### config.mk
export PLATFORM = sky130hd
export DESIGN_NAME = fepg_config_regs
export DESIGN_NICKNAME = d
export VERILOG_FILES = /design/src/fepg_pkg.sv /design/src/fepg_term_decode.sv /design/src/fepg_config_regs.sv
export VERILOG_INCLUDE_DIRS = /design/src
export SDC_FILE = /design/constraint.sdc
export NUM_CORES = 1
export LEC_CHECK = 0
export BUFFER_PORTS_ARGS = -buffer_cell sky130_fd_sc_hd__buf_4
export CAP_MARGIN = 20
export CORE_ASPECT_RATIO = 2
export CORE_UTILIZATION = 37
export DETAILED_ROUTE_END_ITERATION = 10
export PLACE_DENSITY = 0.65
export SYNTH_ARGS = -nofsm -noshare
export SYNTH_HDL_FRONTEND = slang
export SYNTH_HIERARCHICAL = 1
export SYNTH_SLANG_ARGS = --single-unit
### constraint.sdc
create_clock -name clk -period 7.9 [get_ports clk]
set_input_delay 2.37 -clock clk [delete_from_list [all_inputs] [get_ports clk]]
set_output_delay 2.37 -clock clk [all_outputs]
set_load 0.01 [all_outputs]
### src/fepg_defs.svh
`ifndef FEPG_DEFS_SVH
`define FEPG_DEFS_SVH

// Register offsets, as seen on the configuration port.
`define FEPG_ADDR_TERM       8'h34
`define FEPG_ADDR_POWER      8'h35
`define FEPG_ADDR_BUFFER     8'h36
`define FEPG_ADDR_CHGAIN     8'h39
`define FEPG_ADDR_ATTEN      8'h3B

// Reset values of every register.
`define FEPG_RST_TERM        16'h0000
`define FEPG_RST_POWER       16'h0000
`define FEPG_RST_BUFFER      16'h0000
`define FEPG_RST_CHGAIN      16'h0000
`define FEPG_RST_ATTEN       16'h0000

// Writable bits of each register; reserved bits store nothing and read zero.
`define FEPG_MASK_TERM       16'hF7FF
`define FEPG_MASK_POWER      16'hFCFF
`define FEPG_MASK_BUFFER     16'h001F
`define FEPG_MASK_CHGAIN     16'hFFFF
`define FEPG_MASK_ATTEN      16'h03FC

// Input termination register fields.
`define FEPG_TERM_RES_LSB    0
`define FEPG_TERM_RES_MSB    4
`define FEPG_TERM_IND_BIT    5
`define FEPG_TERM_PRE_LSB    6
`define FEPG_TERM_PRE_MSB    7
`define FEPG_TERM_GAIN_LSB   13
`define FEPG_TERM_GAIN_MSB   14
`define FEPG_TERM_INDCH_BIT  15

// Power control register fields.
`define FEPG_PWR_LOW_BIT     10
`define FEPG_PWR_MED_BIT     11
`define FEPG_PWR_ATTPGA_BIT  12
`define FEPG_PWR_LNA_BIT     13
`define FEPG_PWR_PART_BIT    14
`define FEPG_PWR_COMP_BIT    15

// Buffer feedback field.
`define FEPG_BUF_FB_LSB      0
`define FEPG_BUF_FB_MSB      4

// Attenuator and filter register fields.
`define FEPG_ATT_HPF_LSB     2
`define FEPG_ATT_HPF_MSB     3
`define FEPG_ATT_CODE_LSB    4
`define FEPG_ATT_CODE_MSB    6
`define FEPG_ATT_EN_BIT      7
`define FEPG_ATT_BUFON_BIT   8
`define FEPG_ATT_TEST_BIT    9

// Feedback resistor conductances in units of 1/18000 S (450, 900, 1800, 3600, 4500 ohm).
`define FEPG_G_R0            7'd40
`define FEPG_G_R1            7'd20
`define FEPG_G_R2            7'd10
`define FEPG_G_R3            7'd5
`define FEPG_G_R4            7'd4

// Amplifier loop factor (1 + half the gain) that divides the feedback resistance.
`define FEPG_LOOP_12DB       10'd3
`define FEPG_LOOP_18DB       10'd5
`define FEPG_LOOP_24DB       10'd9

// Resistor codes chosen by the preset termination decoder.
`define FEPG_PRE_12_50       5'b00000
`define FEPG_PRE_12_100      5'b00011
`define FEPG_PRE_12_200      5'b00110
`define FEPG_PRE_12_400      5'b01100
`define FEPG_PRE_18_50       5'b00111
`define FEPG_PRE_18_100      5'b01110
`define FEPG_PRE_18_200      5'b11100
`define FEPG_PRE_18_400      5'b11000
`define FEPG_PRE_24_50       5'b00001
`define FEPG_PRE_24_100      5'b00010
`define FEPG_PRE_24_200      5'b00100
`define FEPG_PRE_24_400      5'b01000

`endif

### src/fepg_pkg.sv
package fepg_pkg;

  // Receive chain power mode, one-hot.
  typedef enum logic [2:0] {
    FEPG_PWR_LOW_NOISE = 3'b001,
    FEPG_PWR_LOW       = 3'b010,
    FEPG_PWR_MEDIUM    = 3'b100
  } fepg_power_mode_t;

  // Amplifier gain codes.
  typedef enum logic [1:0] {
    FEPG_GAIN_18DB = 2'b00,
    FEPG_GAIN_24DB = 2'b01,
    FEPG_GAIN_12DB = 2'b10,
    FEPG_GAIN_RSVD = 2'b11
  } fepg_lna_gain_t;

  // One request on the configuration port.
  typedef struct packed {
    logic [7:0]  addr;
    logic [15:0] wdata;
    logic        wr;
    logic        rd;
  } fepg_bus_req_t;

  // Chain-wide control outputs.
  typedef struct packed {
    fepg_power_mode_t mode;
    logic             attenuator_gain_stage_off;
    logic             input_amplifier_off;
    logic             chain_partial_off;
    logic             chain_complete_off;
    logic             buffer_power_on;
    logic             gain_stage_test_route;
    logic [4:0]       buffer_feedback_select;
    logic [1:0]       amplifier_corner_select;
    logic             digital_atten_enable;
    logic [2:0]       digital_atten_code;
  } fepg_ctrl_t;

endpackage

### src/fepg_term_decode.sv
`timescale 1ns/1ns
`default_nettype none
`include "fepg_defs.svh"

module fepg_term_decode
  import fepg_pkg::*;
(
  // Settings of one channel.
  input  wire fepg_lna_gain_t gain,
  input  wire logic [4:0]     res_code,
  input  wire logic           ind_en,
  input  wire logic [1:0]     preset,
  // Resulting resistor enables and input admittance.
  output logic [4:0]          res_enable,
  output logic [9:0]          admittance
);

  // Preset choice mapped to a resistor combination for the present gain.
  function automatic logic [4:0] preset_map(input fepg_lna_gain_t g, input logic [1:0] p);
    logic [4:0] r;
    r = 5'h00;
    case (g)
      FEPG_GAIN_12DB: r = (p == 2'd0) ? `FEPG_PRE_12_50 : (p == 2'd1) ? `FEPG_PRE_12_100 :
                          (p == 2'd2) ? `FEPG_PRE_12_200 : `FEPG_PRE_12_400;
      FEPG_GAIN_18DB: r = (p == 2'd0) ? `FEPG_PRE_18_50 : (p == 2'd1) ? `FEPG_PRE_18_100 :
                          (p == 2'd2) ? `FEPG_PRE_18_200 : `FEPG_PRE_18_400;
      FEPG_GAIN_24DB: r = (p == 2'd0) ? `FEPG_PRE_24_50 : (p == 2'd1) ? `FEPG_PRE_24_100 :
                          (p == 2'd2) ? `FEPG_PRE_24_200 : `FEPG_PRE_24_400;
      default:        r = 5'h00;
    endcase
    return r;
  endfunction

  wire logic [6:0] cond_units;
  wire logic [9:0] loop_factor;

  // Individual code wins when enabled, otherwise the preset decoder chooses.
  assign res_enable = ind_en ? res_code : preset_map(gain, preset);

  // Parallel resistors add conductance; all-zero code leaves the input high impedance.
  assign cond_units = (res_enable[0] ? `FEPG_G_R0 : 7'd0) + (res_enable[1] ? `FEPG_G_R1 : 7'd0) +
                      (res_enable[2] ? `FEPG_G_R2 : 7'd0) + (res_enable[3] ? `FEPG_G_R3 : 7'd0) +
                      (res_enable[4] ? `FEPG_G_R4 : 7'd0);

  // The amplifier loop scales the admittance seen at the input.
  assign loop_factor = (gain == FEPG_GAIN_12DB) ? `FEPG_LOOP_12DB :
                       (gain == FEPG_GAIN_18DB) ? `FEPG_LOOP_18DB :
                       (gain == FEPG_GAIN_24DB) ? `FEPG_LOOP_24DB : 10'd0;
  assign admittance  = 10'(10'(cond_units) * loop_factor);

endmodule

`default_nettype wire

### src/fepg_config_regs.sv
// Function
// - Medium-power bit alone selects medium power mode; both bits or neither select low-noise mode.
// - Attenuator-and-gain-stage power-down bit turns those two stages off.
// - Amplifier power-down bit turns off only the input amplifier.
// - Partial power-down bit partially turns off amplifier, attenuator and gain stage.
// - Complete power-down turns all three fully off and overrides partial power-down.
// - Five-bit buffer field selects the buffer amplifier feedback resistors.
// - Eight two-bit channel gain fields: 00 18dB, 01 24dB, 10 12dB, 11 reserved.
// - Two-bit corner field selects 100, 50, 200 or 150 kHz high-pass corner.
// - Digital attenuation code N gives about N times 6 dB when enabled.
// - Digital attenuation enable switches attenuator from analog to stepped digital control.
// - Buffer power bit is active high; zero keeps buffer amplifier off.
// - Gain-stage test bit routes gain stage outputs to the test outputs.
// - Each termination bit enables one feedback resistor; zero code enables none.
// - Preset terminations choose resistor combinations through a gain-aware decoder.
// - Input impedance depends on termination code and gain; zero code is high impedance.
// - Individual-channel enable makes per-channel gain fields replace the common gain.
// - Low-power bit alone selects low power mode.
`timescale 1ns/1ns
`default_nettype none
`include "fepg_defs.svh"

module fepg_config_regs
  import fepg_pkg::*;
#(
  parameter int NUM_CH = 8
)
(
  // Clock and reset.
  input  wire logic                  clk,
  input  wire logic                  rstn,
  // Configuration port.
  input  wire fepg_bus_req_t         bus_req,
  output logic [15:0]                rdata,
  // Chain-wide controls.
  output fepg_ctrl_t                 ctrl,
  // Per-channel gain, resistor enables and input admittance.
  output logic [NUM_CH*2-1:0]        ch_gain,
  output logic [NUM_CH*5-1:0]        ch_term_enable,
  output logic [NUM_CH*10-1:0]       ch_admittance
);

  // Stored registers.
  logic [15:0] term_q;
  logic [15:0] power_q;
  logic [15:0] buffer_q;
  logic [15:0] chgain_q;
  logic [15:0] atten_q;
  logic [15:0] rdata_q;
  logic [15:0] rdata_d;

  // Registered outputs.
  fepg_ctrl_t                ctrl_q;
  fepg_ctrl_t                ctrl_d;
  logic [NUM_CH*2-1:0]       gain_q;
  logic [NUM_CH*2-1:0]       gain_d;
  logic [NUM_CH*5-1:0]       term_en_q;
  logic [NUM_CH*5-1:0]       term_en_d;
  logic [NUM_CH*10-1:0]      adm_q;
  logic [NUM_CH*10-1:0]      adm_d;

  // Address decode.
  wire logic hit_term;
  wire logic hit_power;
  wire logic hit_buffer;
  wire logic hit_chgain;
  wire logic hit_atten;

  assign hit_term   = (bus_req.addr == `FEPG_ADDR_TERM);
  assign hit_power  = (bus_req.addr == `FEPG_ADDR_POWER);
  assign hit_buffer = (bus_req.addr == `FEPG_ADDR_BUFFER);
  assign hit_chgain = (bus_req.addr == `FEPG_ADDR_CHGAIN);
  assign hit_atten  = (bus_req.addr == `FEPG_ADDR_ATTEN);

  // Register writes keep only the defined bits, so reserved bits stay zero.
  always_ff @(posedge clk or negedge rstn) begin
    if (!rstn) begin
      term_q   <= `FEPG_RST_TERM;
      power_q  <= `FEPG_RST_POWER;
      buffer_q <= `FEPG_RST_BUFFER;
      chgain_q <= `FEPG_RST_CHGAIN;
      atten_q  <= `FEPG_RST_ATTEN;
    end else if (bus_req.wr) begin
      if (hit_term)   term_q   <= bus_req.wdata & `FEPG_MASK_TERM;
      if (hit_power)  power_q  <= bus_req.wdata & `FEPG_MASK_POWER;
      if (hit_buffer) buffer_q <= bus_req.wdata & `FEPG_MASK_BUFFER;
      if (hit_chgain) chgain_q <= bus_req.wdata & `FEPG_MASK_CHGAIN;
      if (hit_atten)  atten_q  <= bus_req.wdata & `FEPG_MASK_ATTEN;
    end
  end

  // Read selection; unmapped addresses and idle cycles return zero.
  always_comb begin
    rdata_d = 16'h0000;
    if (bus_req.rd) begin
      if (hit_term)        rdata_d = term_q;
      else if (hit_power)  rdata_d = power_q;
      else if (hit_buffer) rdata_d = buffer_q;
      else if (hit_chgain) rdata_d = chgain_q;
      else if (hit_atten)  rdata_d = atten_q;
    end
  end

  // Read data stand only in the cycle after the strobe.
  always_ff @(posedge clk or negedge rstn) begin
    if (!rstn) rdata_q <= 16'h0000;
    else       rdata_q <= rdata_d;
  end

  // Power mode and power-down resolution.
  wire logic low_bit;
  wire logic med_bit;
  assign low_bit = power_q[`FEPG_PWR_LOW_BIT];
  assign med_bit = power_q[`FEPG_PWR_MED_BIT];

  // Chain-wide control decode.
  always_comb begin
    ctrl_d      = '0;
    ctrl_d.mode = FEPG_PWR_LOW_NOISE;
    if (med_bit && !low_bit) begin
      ctrl_d.mode = FEPG_PWR_MEDIUM;
    end else if (low_bit && !med_bit) begin
      ctrl_d.mode = FEPG_PWR_LOW;
    end
    ctrl_d.attenuator_gain_stage_off = power_q[`FEPG_PWR_ATTPGA_BIT];
    ctrl_d.input_amplifier_off       = power_q[`FEPG_PWR_LNA_BIT];
    ctrl_d.chain_complete_off        = power_q[`FEPG_PWR_COMP_BIT];
    ctrl_d.chain_partial_off         = power_q[`FEPG_PWR_PART_BIT] && !power_q[`FEPG_PWR_COMP_BIT];
    ctrl_d.buffer_feedback_select    = buffer_q[`FEPG_BUF_FB_MSB:`FEPG_BUF_FB_LSB];
    ctrl_d.amplifier_corner_select   = atten_q[`FEPG_ATT_HPF_MSB:`FEPG_ATT_HPF_LSB];
    ctrl_d.digital_atten_enable      = atten_q[`FEPG_ATT_EN_BIT];
    ctrl_d.digital_atten_code        = atten_q[`FEPG_ATT_EN_BIT] ?
                                       atten_q[`FEPG_ATT_CODE_MSB:`FEPG_ATT_CODE_LSB] : 3'h0;
    ctrl_d.buffer_power_on           = atten_q[`FEPG_ATT_BUFON_BIT];
    ctrl_d.gain_stage_test_route     = atten_q[`FEPG_ATT_TEST_BIT];
  end

  // Common gain and the individual-channel switch.
  wire fepg_lna_gain_t common_gain;
  wire logic           ind_ch;
  assign common_gain = fepg_lna_gain_t'(term_q[`FEPG_TERM_GAIN_MSB:`FEPG_TERM_GAIN_LSB]);
  assign ind_ch      = term_q[`FEPG_TERM_INDCH_BIT];

  // One gain resolver and termination decoder for each channel.
  for (genvar i = 0; i < NUM_CH; i++) begin : g_ch
    wire fepg_lna_gain_t eff_gain;
    // Channel i owns gain bits 2i+1:2i; channel one sits in the lowest pair.
    assign eff_gain = ind_ch ? fepg_lna_gain_t'(chgain_q[2*i+1 -: 2]) : common_gain;
    assign gain_d[2*i+1 -: 2] = eff_gain;
    fepg_term_decode u_dec (
      .gain       (eff_gain),
      .res_code   (term_q[`FEPG_TERM_RES_MSB:`FEPG_TERM_RES_LSB]),
      .ind_en     (term_q[`FEPG_TERM_IND_BIT]),
      .preset     (term_q[`FEPG_TERM_PRE_MSB:`FEPG_TERM_PRE_LSB]),
      .res_enable (term_en_d[5*i+4 -: 5]),
      .admittance (adm_d[10*i+9 -: 10])
    );
  end

  // All decoded outputs leave through flip-flops.
  always_ff @(posedge clk or negedge rstn) begin
    if (!rstn) begin
      ctrl_q    <= '{mode: FEPG_PWR_LOW_NOISE, default: '0};
      gain_q    <= '0;
      term_en_q <= '0;
      adm_q     <= '0;
    end else begin
      ctrl_q    <= ctrl_d;
      gain_q    <= gain_d;
      term_en_q <= term_en_d;
      adm_q     <= adm_d;
    end
  end

  assign rdata          = rdata_q;
  assign ctrl           = ctrl_q;
  assign ch_gain        = gain_q;
  assign ch_term_enable = term_en_q;
  assign ch_admittance  = adm_q;
endmodule

`default_nettype wire

### Word level (Yosys, flattened, before mapping)

Cells that the tools add are included.

| cells by class | value |
|---|---|
| add/sub/neg operators | 32 |
| multiply operators | 8 |
| equality and inequality tests | 23 |
| muxes and demuxes | 106 |
| reductions and logical operators | 20 |

Operators by type and width:

| kind | number |
|---|---|
| $add A7 B7 Y7 | 32 |
| $mux W10 | 17 |
| $pmux W5 S3 | 8 |
| $mux W5 | 22 |
| $mul A7 B10 Y10 | 8 |
| $mux W16 | 5 |
| $mux W4 | 18 |
| $mux W3 | 19 |
| $mux W6 | 8 |
| $eq A8 B6 Y1 const B | 5 |
| $eq A2 B1 Y1 const B | 9 |
| $eq A2 B2 Y1 const B | 9 |
| $logic_not A2 Y1 | 9 |
| $mux W2 | 9 |
| $reduce_and A2 Y1 | 5 |
| $logic_and A1 B1 Y1 | 3 |
| $logic_not A1 Y1 | 3 |

| storage, ports and cells | value |
|---|---|
| flip-flop bits (word level) | 230 |
| bits of input ports | 28 |
| word-level logic and storage cells | 209 |

### Longest topological paths before layout

| logic depth | value |
|---|---|
| word-level depth | 12 |
| depth in mapped cells | 28 |

### Modules after synthesis

Netlist, hierarchy kept.

Modules (own cells, without submodules):

| module | instances | cells an instance | area an instance (µm²) | sequential area each (µm²) |
|---|---|---|---|---|
| fepg_config_regs | 1 | 446 | 7483.4 | 5756.8 |
| fepg_term_decode at g_ch[0].u_dec ... | 5 | 160 | 1292.5 | 0.0 |
| fepg_term_decode at g_ch[7].u_dec | 1 | 151 | 1316.3 | 0.0 |
| fepg_term_decode at g_ch[6].u_dec | 1 | 149 | 1311.3 | 0.0 |
| fepg_term_decode at g_ch[5].u_dec | 1 | 160 | 1283.7 | 0.0 |

### Worst setup path before layout

No wires, ideal clock.

| timing | value |
|---|---|
| kind | register to register |
| from | reg term_q[5] |
| to | reg adm_q[69], in the netlist ch_admittance[69] |
| setup time | 0.134 ns |
| arrival time | 6.495 ns |
| required time | 7.766 ns |
| slack | 1.272 ns |
| cell stages (with the launch flop) | 20 |
| path buffers | 0 |
| clock period less this slack | 6.628 ns |
| cells stage by stage | dfrtp_1 inv_1 and3_1 or3_2 xnor2_1 ha_1 a21o_1 ha_1 ha_1 o21a_1 or3_1 fa_1 fa_1 fa_1 inv_1 ha_1 ha_1 a21oi_1 o21ai_0 xnor3_1 |

| between the ends | value |
|---|---|
| word-level cells in the longest chain between the ends | 7 |
| elaborated cells on any way between the ends | 11 |
| classes of those cells | add/sub: 4; mul: 1; mux: 6 |

Ends and longest elaborated chain:

| item | line | RTL |
|---|---|---|
| from (decl) | fepg_config_regs.sv:44 | `logic [15:0] term_q;` |
| from (signal assigned) | fepg_config_regs.sv:78 | `` term_q <= `FEPG_RST_TERM; `` |
| from (signal assigned) | fepg_config_regs.sv:84 | `` if (hit_term) term_q <= bus_req.wdata & `FEPG_MASK_TERM; `` |
| $mux W5 | fepg_term_decode.sv:38 | `assign res_enable = ind_en ? res_code : preset_map(gain, preset);` |
| named net term_en_d[31] | fepg_config_regs.sv:58 | `logic [NUM_CH*5-1:0] term_en_d;` |
| $mux W5 | fepg_term_decode.sv:41 | `` assign cond_units = (res_enable[0] ? `FEPG_G_R0 : 7'd0) + (res_enable[1] ? `FEPG_G_R1 : 7'd0) + `` |
| $add A7 B7 Y7 (4 in series) | fepg_term_decode.sv:41 |  |
| $mul A7 B10 Y10 | fepg_term_decode.sv:49 | `assign admittance = 10'(10'(cond_units) * loop_factor);` |
| named net adm_d[69] | fepg_config_regs.sv:60 | `logic [NUM_CH*10-1:0] adm_d;` |
| to (signal assigned) | fepg_config_regs.sv:171 | `adm_q <= adm_d;` |
| to (decl) | fepg_config_regs.sv:59 | `logic [NUM_CH*10-1:0] adm_q;` |

The timed path passes the listed nets, and every way through them passes these cells.
A chain may end at the register's enable or synchronous reset.

### Worst setup path in the final report

| timing | value |
|---|---|
| from | reg term_q[15] |
| to | reg adm_q[49], in the netlist ch_admittance[49] |

| between the ends | value |
|---|---|
| word-level cells in the longest chain between the ends | 10 |
| elaborated cells on any way between the ends | 19 |
| classes of those cells | add/sub: 4; mul: 1; eq/ne: 2; mux: 11; reduce/logical: 1 |

Ends and longest elaborated chain:

| item | line | RTL |
|---|---|---|
| $mux W2 (*) | fepg_config_regs.sv:148 | `assign eff_gain = ind_ch ? fepg_lna_gain_t'(chgain_q[2*i+1 -: 2]) : common_gain;` |
| named net g_ch[4].eff_gain[1] | fepg_config_regs.sv:146 | `wire fepg_lna_gain_t eff_gain;` |
| $eq A2 B1 Y1 (tied with other cells) | fepg_term_decode.sv:22, fepg_term_decode.sv:48 |  |
| $pmux W5 S3 | fepg_term_decode.sv:22 | `case (g)` |
| $mux W5 | fepg_term_decode.sv:38 |  |
| $mux W5 or $mux W6 (tied branches) | fepg_term_decode.sv:41 |  |
| $add A7 B7 Y7 (4 in series) | fepg_term_decode.sv:41 |  |
| $mul A7 B10 Y10 (*) | fepg_term_decode.sv:49 |  |
| named net adm_d[49] | fepg_config_regs.sv:60 |  |

Mark *: on every way through the listed nets, which the timed path passes. The rest lies on a longest branch.

==> impl_metrics.py <==
metrics = {
    "clock_network": {
        "clk_pin_slew_ns": 0.07,
        "cts_tree": "yes",
        "worstSkewPairLatency_ns": 0.56,
        "cts_resized": 0,
        "clock_tree.buffer_depth": 3,
        "hold_buffers": 0,
        "clock-sinks": 230,
        "h-tree-depth": 1,
        "root_buffer": "clkbuf_16",
        "numCtsBuffers": 24,
        "postCtsSetupBuffers": 0,
    },
    "global_route": {
        "antenna_found_initial": 1,
        "grt_pass1_wl_um": 72910,
        "grt_pass1_vias": 13769,
        "grt_util_all_layers_pct": 19.27,
        "grt_max_degree": 154,
        "grt-ovfl-total": 0,
    },
    "die": {
        "coreArea_um2": 47510,
        "dieHeight_um": 312.7,
        "std_cell_rows": 113,
        "die_w_um": 157.3,
        "die_area_um2": 49200,
        "num_io_pins": 200,
        "initial_core_util_pct": 37.59,
    },
    "placed_design": {
        "hpwl_um": 35540,
        "pre_cts_ws_ns": 0.5891,
        "placed_cells": 2506,
        "globalplace.congestion": 0.8712,
        "io_buffers": 199,
    },
    "synthesis": {
        "ys_async_sr_fraction_pct": 100.0,
        "synth_cells": 1706,
        "synthTopCellsByArea": "dfrtp_1 32%, ha_1 21%, fa_1 7.2%, xnor2_1 3.4%, inv_1 3.0%",
        "synthFlopType": "dfrtp_1",
        "synth_seq_cells": 230,
        "synth_edf_count": 0,
        "yosysMostFrequentCell": "ha_1",
        "synth_top_area_share_pct": 32.09,
        "synth_largest_area_cell": "dfrtp_1",
        "synth_warnings": 6,
        "synth_fp_nets": 2104,
        "synth_cell_type_count": 77,
        "syn_area_per_cell_um2": 10.47,
        "ys_seq_area_share_pct": 32.24,
        "synthTopCellsByCount": "306 x ha_1, 229 x dfrtp_1, 144 x inv_1",
        "synth_area_um2": 17860,
    },
    "sta": {
        "fmax_mhz": 138.5,
        "worst_slack_ns": 0.6782,
        "setup_violations": 0,
        "hold_ws_ns": 0.4050,
        "fin_skew_ns": 0.01808,
        "hold_viol_final": 0,
        "finalSetupTns_ns": 0,
        "fin_crit_ns": 7.222,
        "slew_headroom_pct": 32.50,
        "rsz0062_at_grt": "false",
        "maxSlewViolCount": 0,
        "tightest_slew_ns": 0.9995,
        "period_share_pct": 91.42,
    },
    "detailed_routing": {
        "dr.pass1.iters": 5,
        "viasPerCell": 5.100,
        "drc": 0,
        "wl_per_cell_um": 18.14,
        "totalWireLength_um": 46250,
        "vias": 13005,
        "ant_nets": 0,
        "drt_iter0_markers": 365,
    },
    "final_layout": {
        "n_antenna_cell": 0,
        "fin_cells": 2550,
        "fill_cells": 4564,
        "area_growth_pct": 16.94,
        "final_nets": 2298,
        "final_layout_size_suffix_gt1_share_pct": 18.67,
    },
    "flow_run": {
        "maxCapViolCount": 0,
    },
    "critical_path": {
        "timing.critical_path.from_type": "flop",
        "critPathRequiredTime_ns": 8.37,
        "worstSetupStartpoint": "term_q[15]",
        "critPathArrivalTime_ns": 7.70,
        "r2r_start": "term_q[15]",
        "worstPathMaxFanout": 19,
        "criticalPathCategory": "flop to flop",
        "rr_endpoint": "ch_admittance[49]",
        "reg2reg_slack_ns": 0.68,
        "cp-end-kind": "flop",
        "cp-endpoint": "ch_admittance[49]",
        "rr_worst_depth": 23,
    },
    "outcome": {
        "status": "completed",
    },
    "power_and_ir_drop": {
        "cellLeakagePower_nw": 10.61,
        "powerDensity_nw_per_um2": 314.5,
        "ir_worst_vdd_mv": 0.2385,
    },
    "worst_hold_path": {
        "hold_path.class": "flop to flop",
    },
}
sequential cells by signal (all words and copies together) (netlist names):
register,cells
ch_gain,16
ch_admittance,80
chgain_q,16
atten_q,8
term_q,15
ch_term_enable,40
buffer_q,5
ctrl,20
power_q,14
rdata,16
stage by stage:
step	util (%)	total power (W)	area, um^2
final	43.96	0.006568	20880
after global routing	43.96	0.007220	20880
after CTS	43.96	0.006706	20880
after detailed placement	42.11	0.005352	20000
after global placement	42.11	0.005264	20000
after floorplan	-	0.004276	17860
cells in the final DEF, fill, tap and decap left out, types with 8 or more instances in the layout:
cell type    n
ha_1       306
dfrtp_1    226
buf_4      209
inv_1      144
nand2_1    121
nor2_1      96
xnor2_1     69
and2_1      68
a21oi_1     65
fa_1        64
nand2b_1    45
nor3_1      37
nor2b_1     36
o21ai_0     36
mux2_4      30
mux2_2      28
nand3_1     26
clkbuf_16   24
o21a_1      23
and3_1      21
a21o_1      16
mux2i_1     15
o21ai_1     11
nand3b_1     9
or3_1        9
xor2_1       8
a211oi_1     8
o21bai_1     8
critical path, cell delays in order (launching register included):
cell and delay, ns:
dfrtp_1 0.34, buf_4 0.21, nand2b_1 0.36, nand2_1 0.50, or2b_1 0.42, a21boi_1 0.11
o31ai_2 0.53, xnor2_1 0.14, ha_1 0.20, a21o_1 0.16, ha_1 0.23, ha_1 0.21
or3_1 0.43, nand3_1 0.13, fa_1 0.46, fa_1 0.54, fa_1 0.55, inv_1 0.04
ha_1 0.28, ha_1 0.24, or4_1 0.50, o22ai_1 0.21, xnor2_1 0.18, xnor2_1 0.15
layer usage:
metal	up-vias	global-route usage, %	wire length, um
li1	6219	-	-
met2	278	38.52	26350
met5	-	0	17
met4	2	7.458	1514
met3	77	2.917	2040
met1	6429	19.22	16320
cell families after synthesis:
family                   after synthesis  share of synthesized area, %
AND/OR/NAND/NOR                      514                         15.27
adder cells (fa/ha/maj)              376                         28.99
AO/OA/AOI/OAI                        243                         9.662
flip-flops                           230                         32.24
buffers and inverters                189                         4.484
XOR/XNOR                              80                         4.155
multiplexers                          74                         5.206
area by class of cell:
cell class / count / area (um^2) / share of cell area [%]
repair buffers: 211 / 1604 / 7.682
multi-input cells: 1287 / 11300 / 54.11
flip-flops and latches: 230 / 5761 / 27.59
clock buffers: 33 / 674.4 / 3.230
well taps: 632 / 790.8 / 3.787
inverters: 146 / 548.0 / 2.624
clock inverters: 11 / 203.9 / 0.9767
power breakdown:
group	total [W]	leakage, nW	switching [W]	internal (W)
combinational	0.00375	7.29	0.00198	0.00177
clock	0.00128	0.420	0.000515	0.000765
sequential	0.00154	2.90	0.0000979	0.00144
total	0.00657	10.6	0.00259	0.00398
worst min-delay path by stage:
stage	slack, ns	cells after the start	from	endpoint
3_5_place_dp	0.38	0	atten_q[3]	ctrl[5]
4_1_cts	0.40	0	atten_q[3]	ctrl[5]
5_1_grt	0.41	0	atten_q[3]	ctrl[5]
3_3_place_gp	0.39	0	atten_q[3]	ctrl[5]
6_report	0.41	0	power_q[12]	ctrl[16]
2_1_floorplan	0.37	0	atten_q[9]	ctrl[11]
No activity file was read; power rests on OpenSTA's default activity.
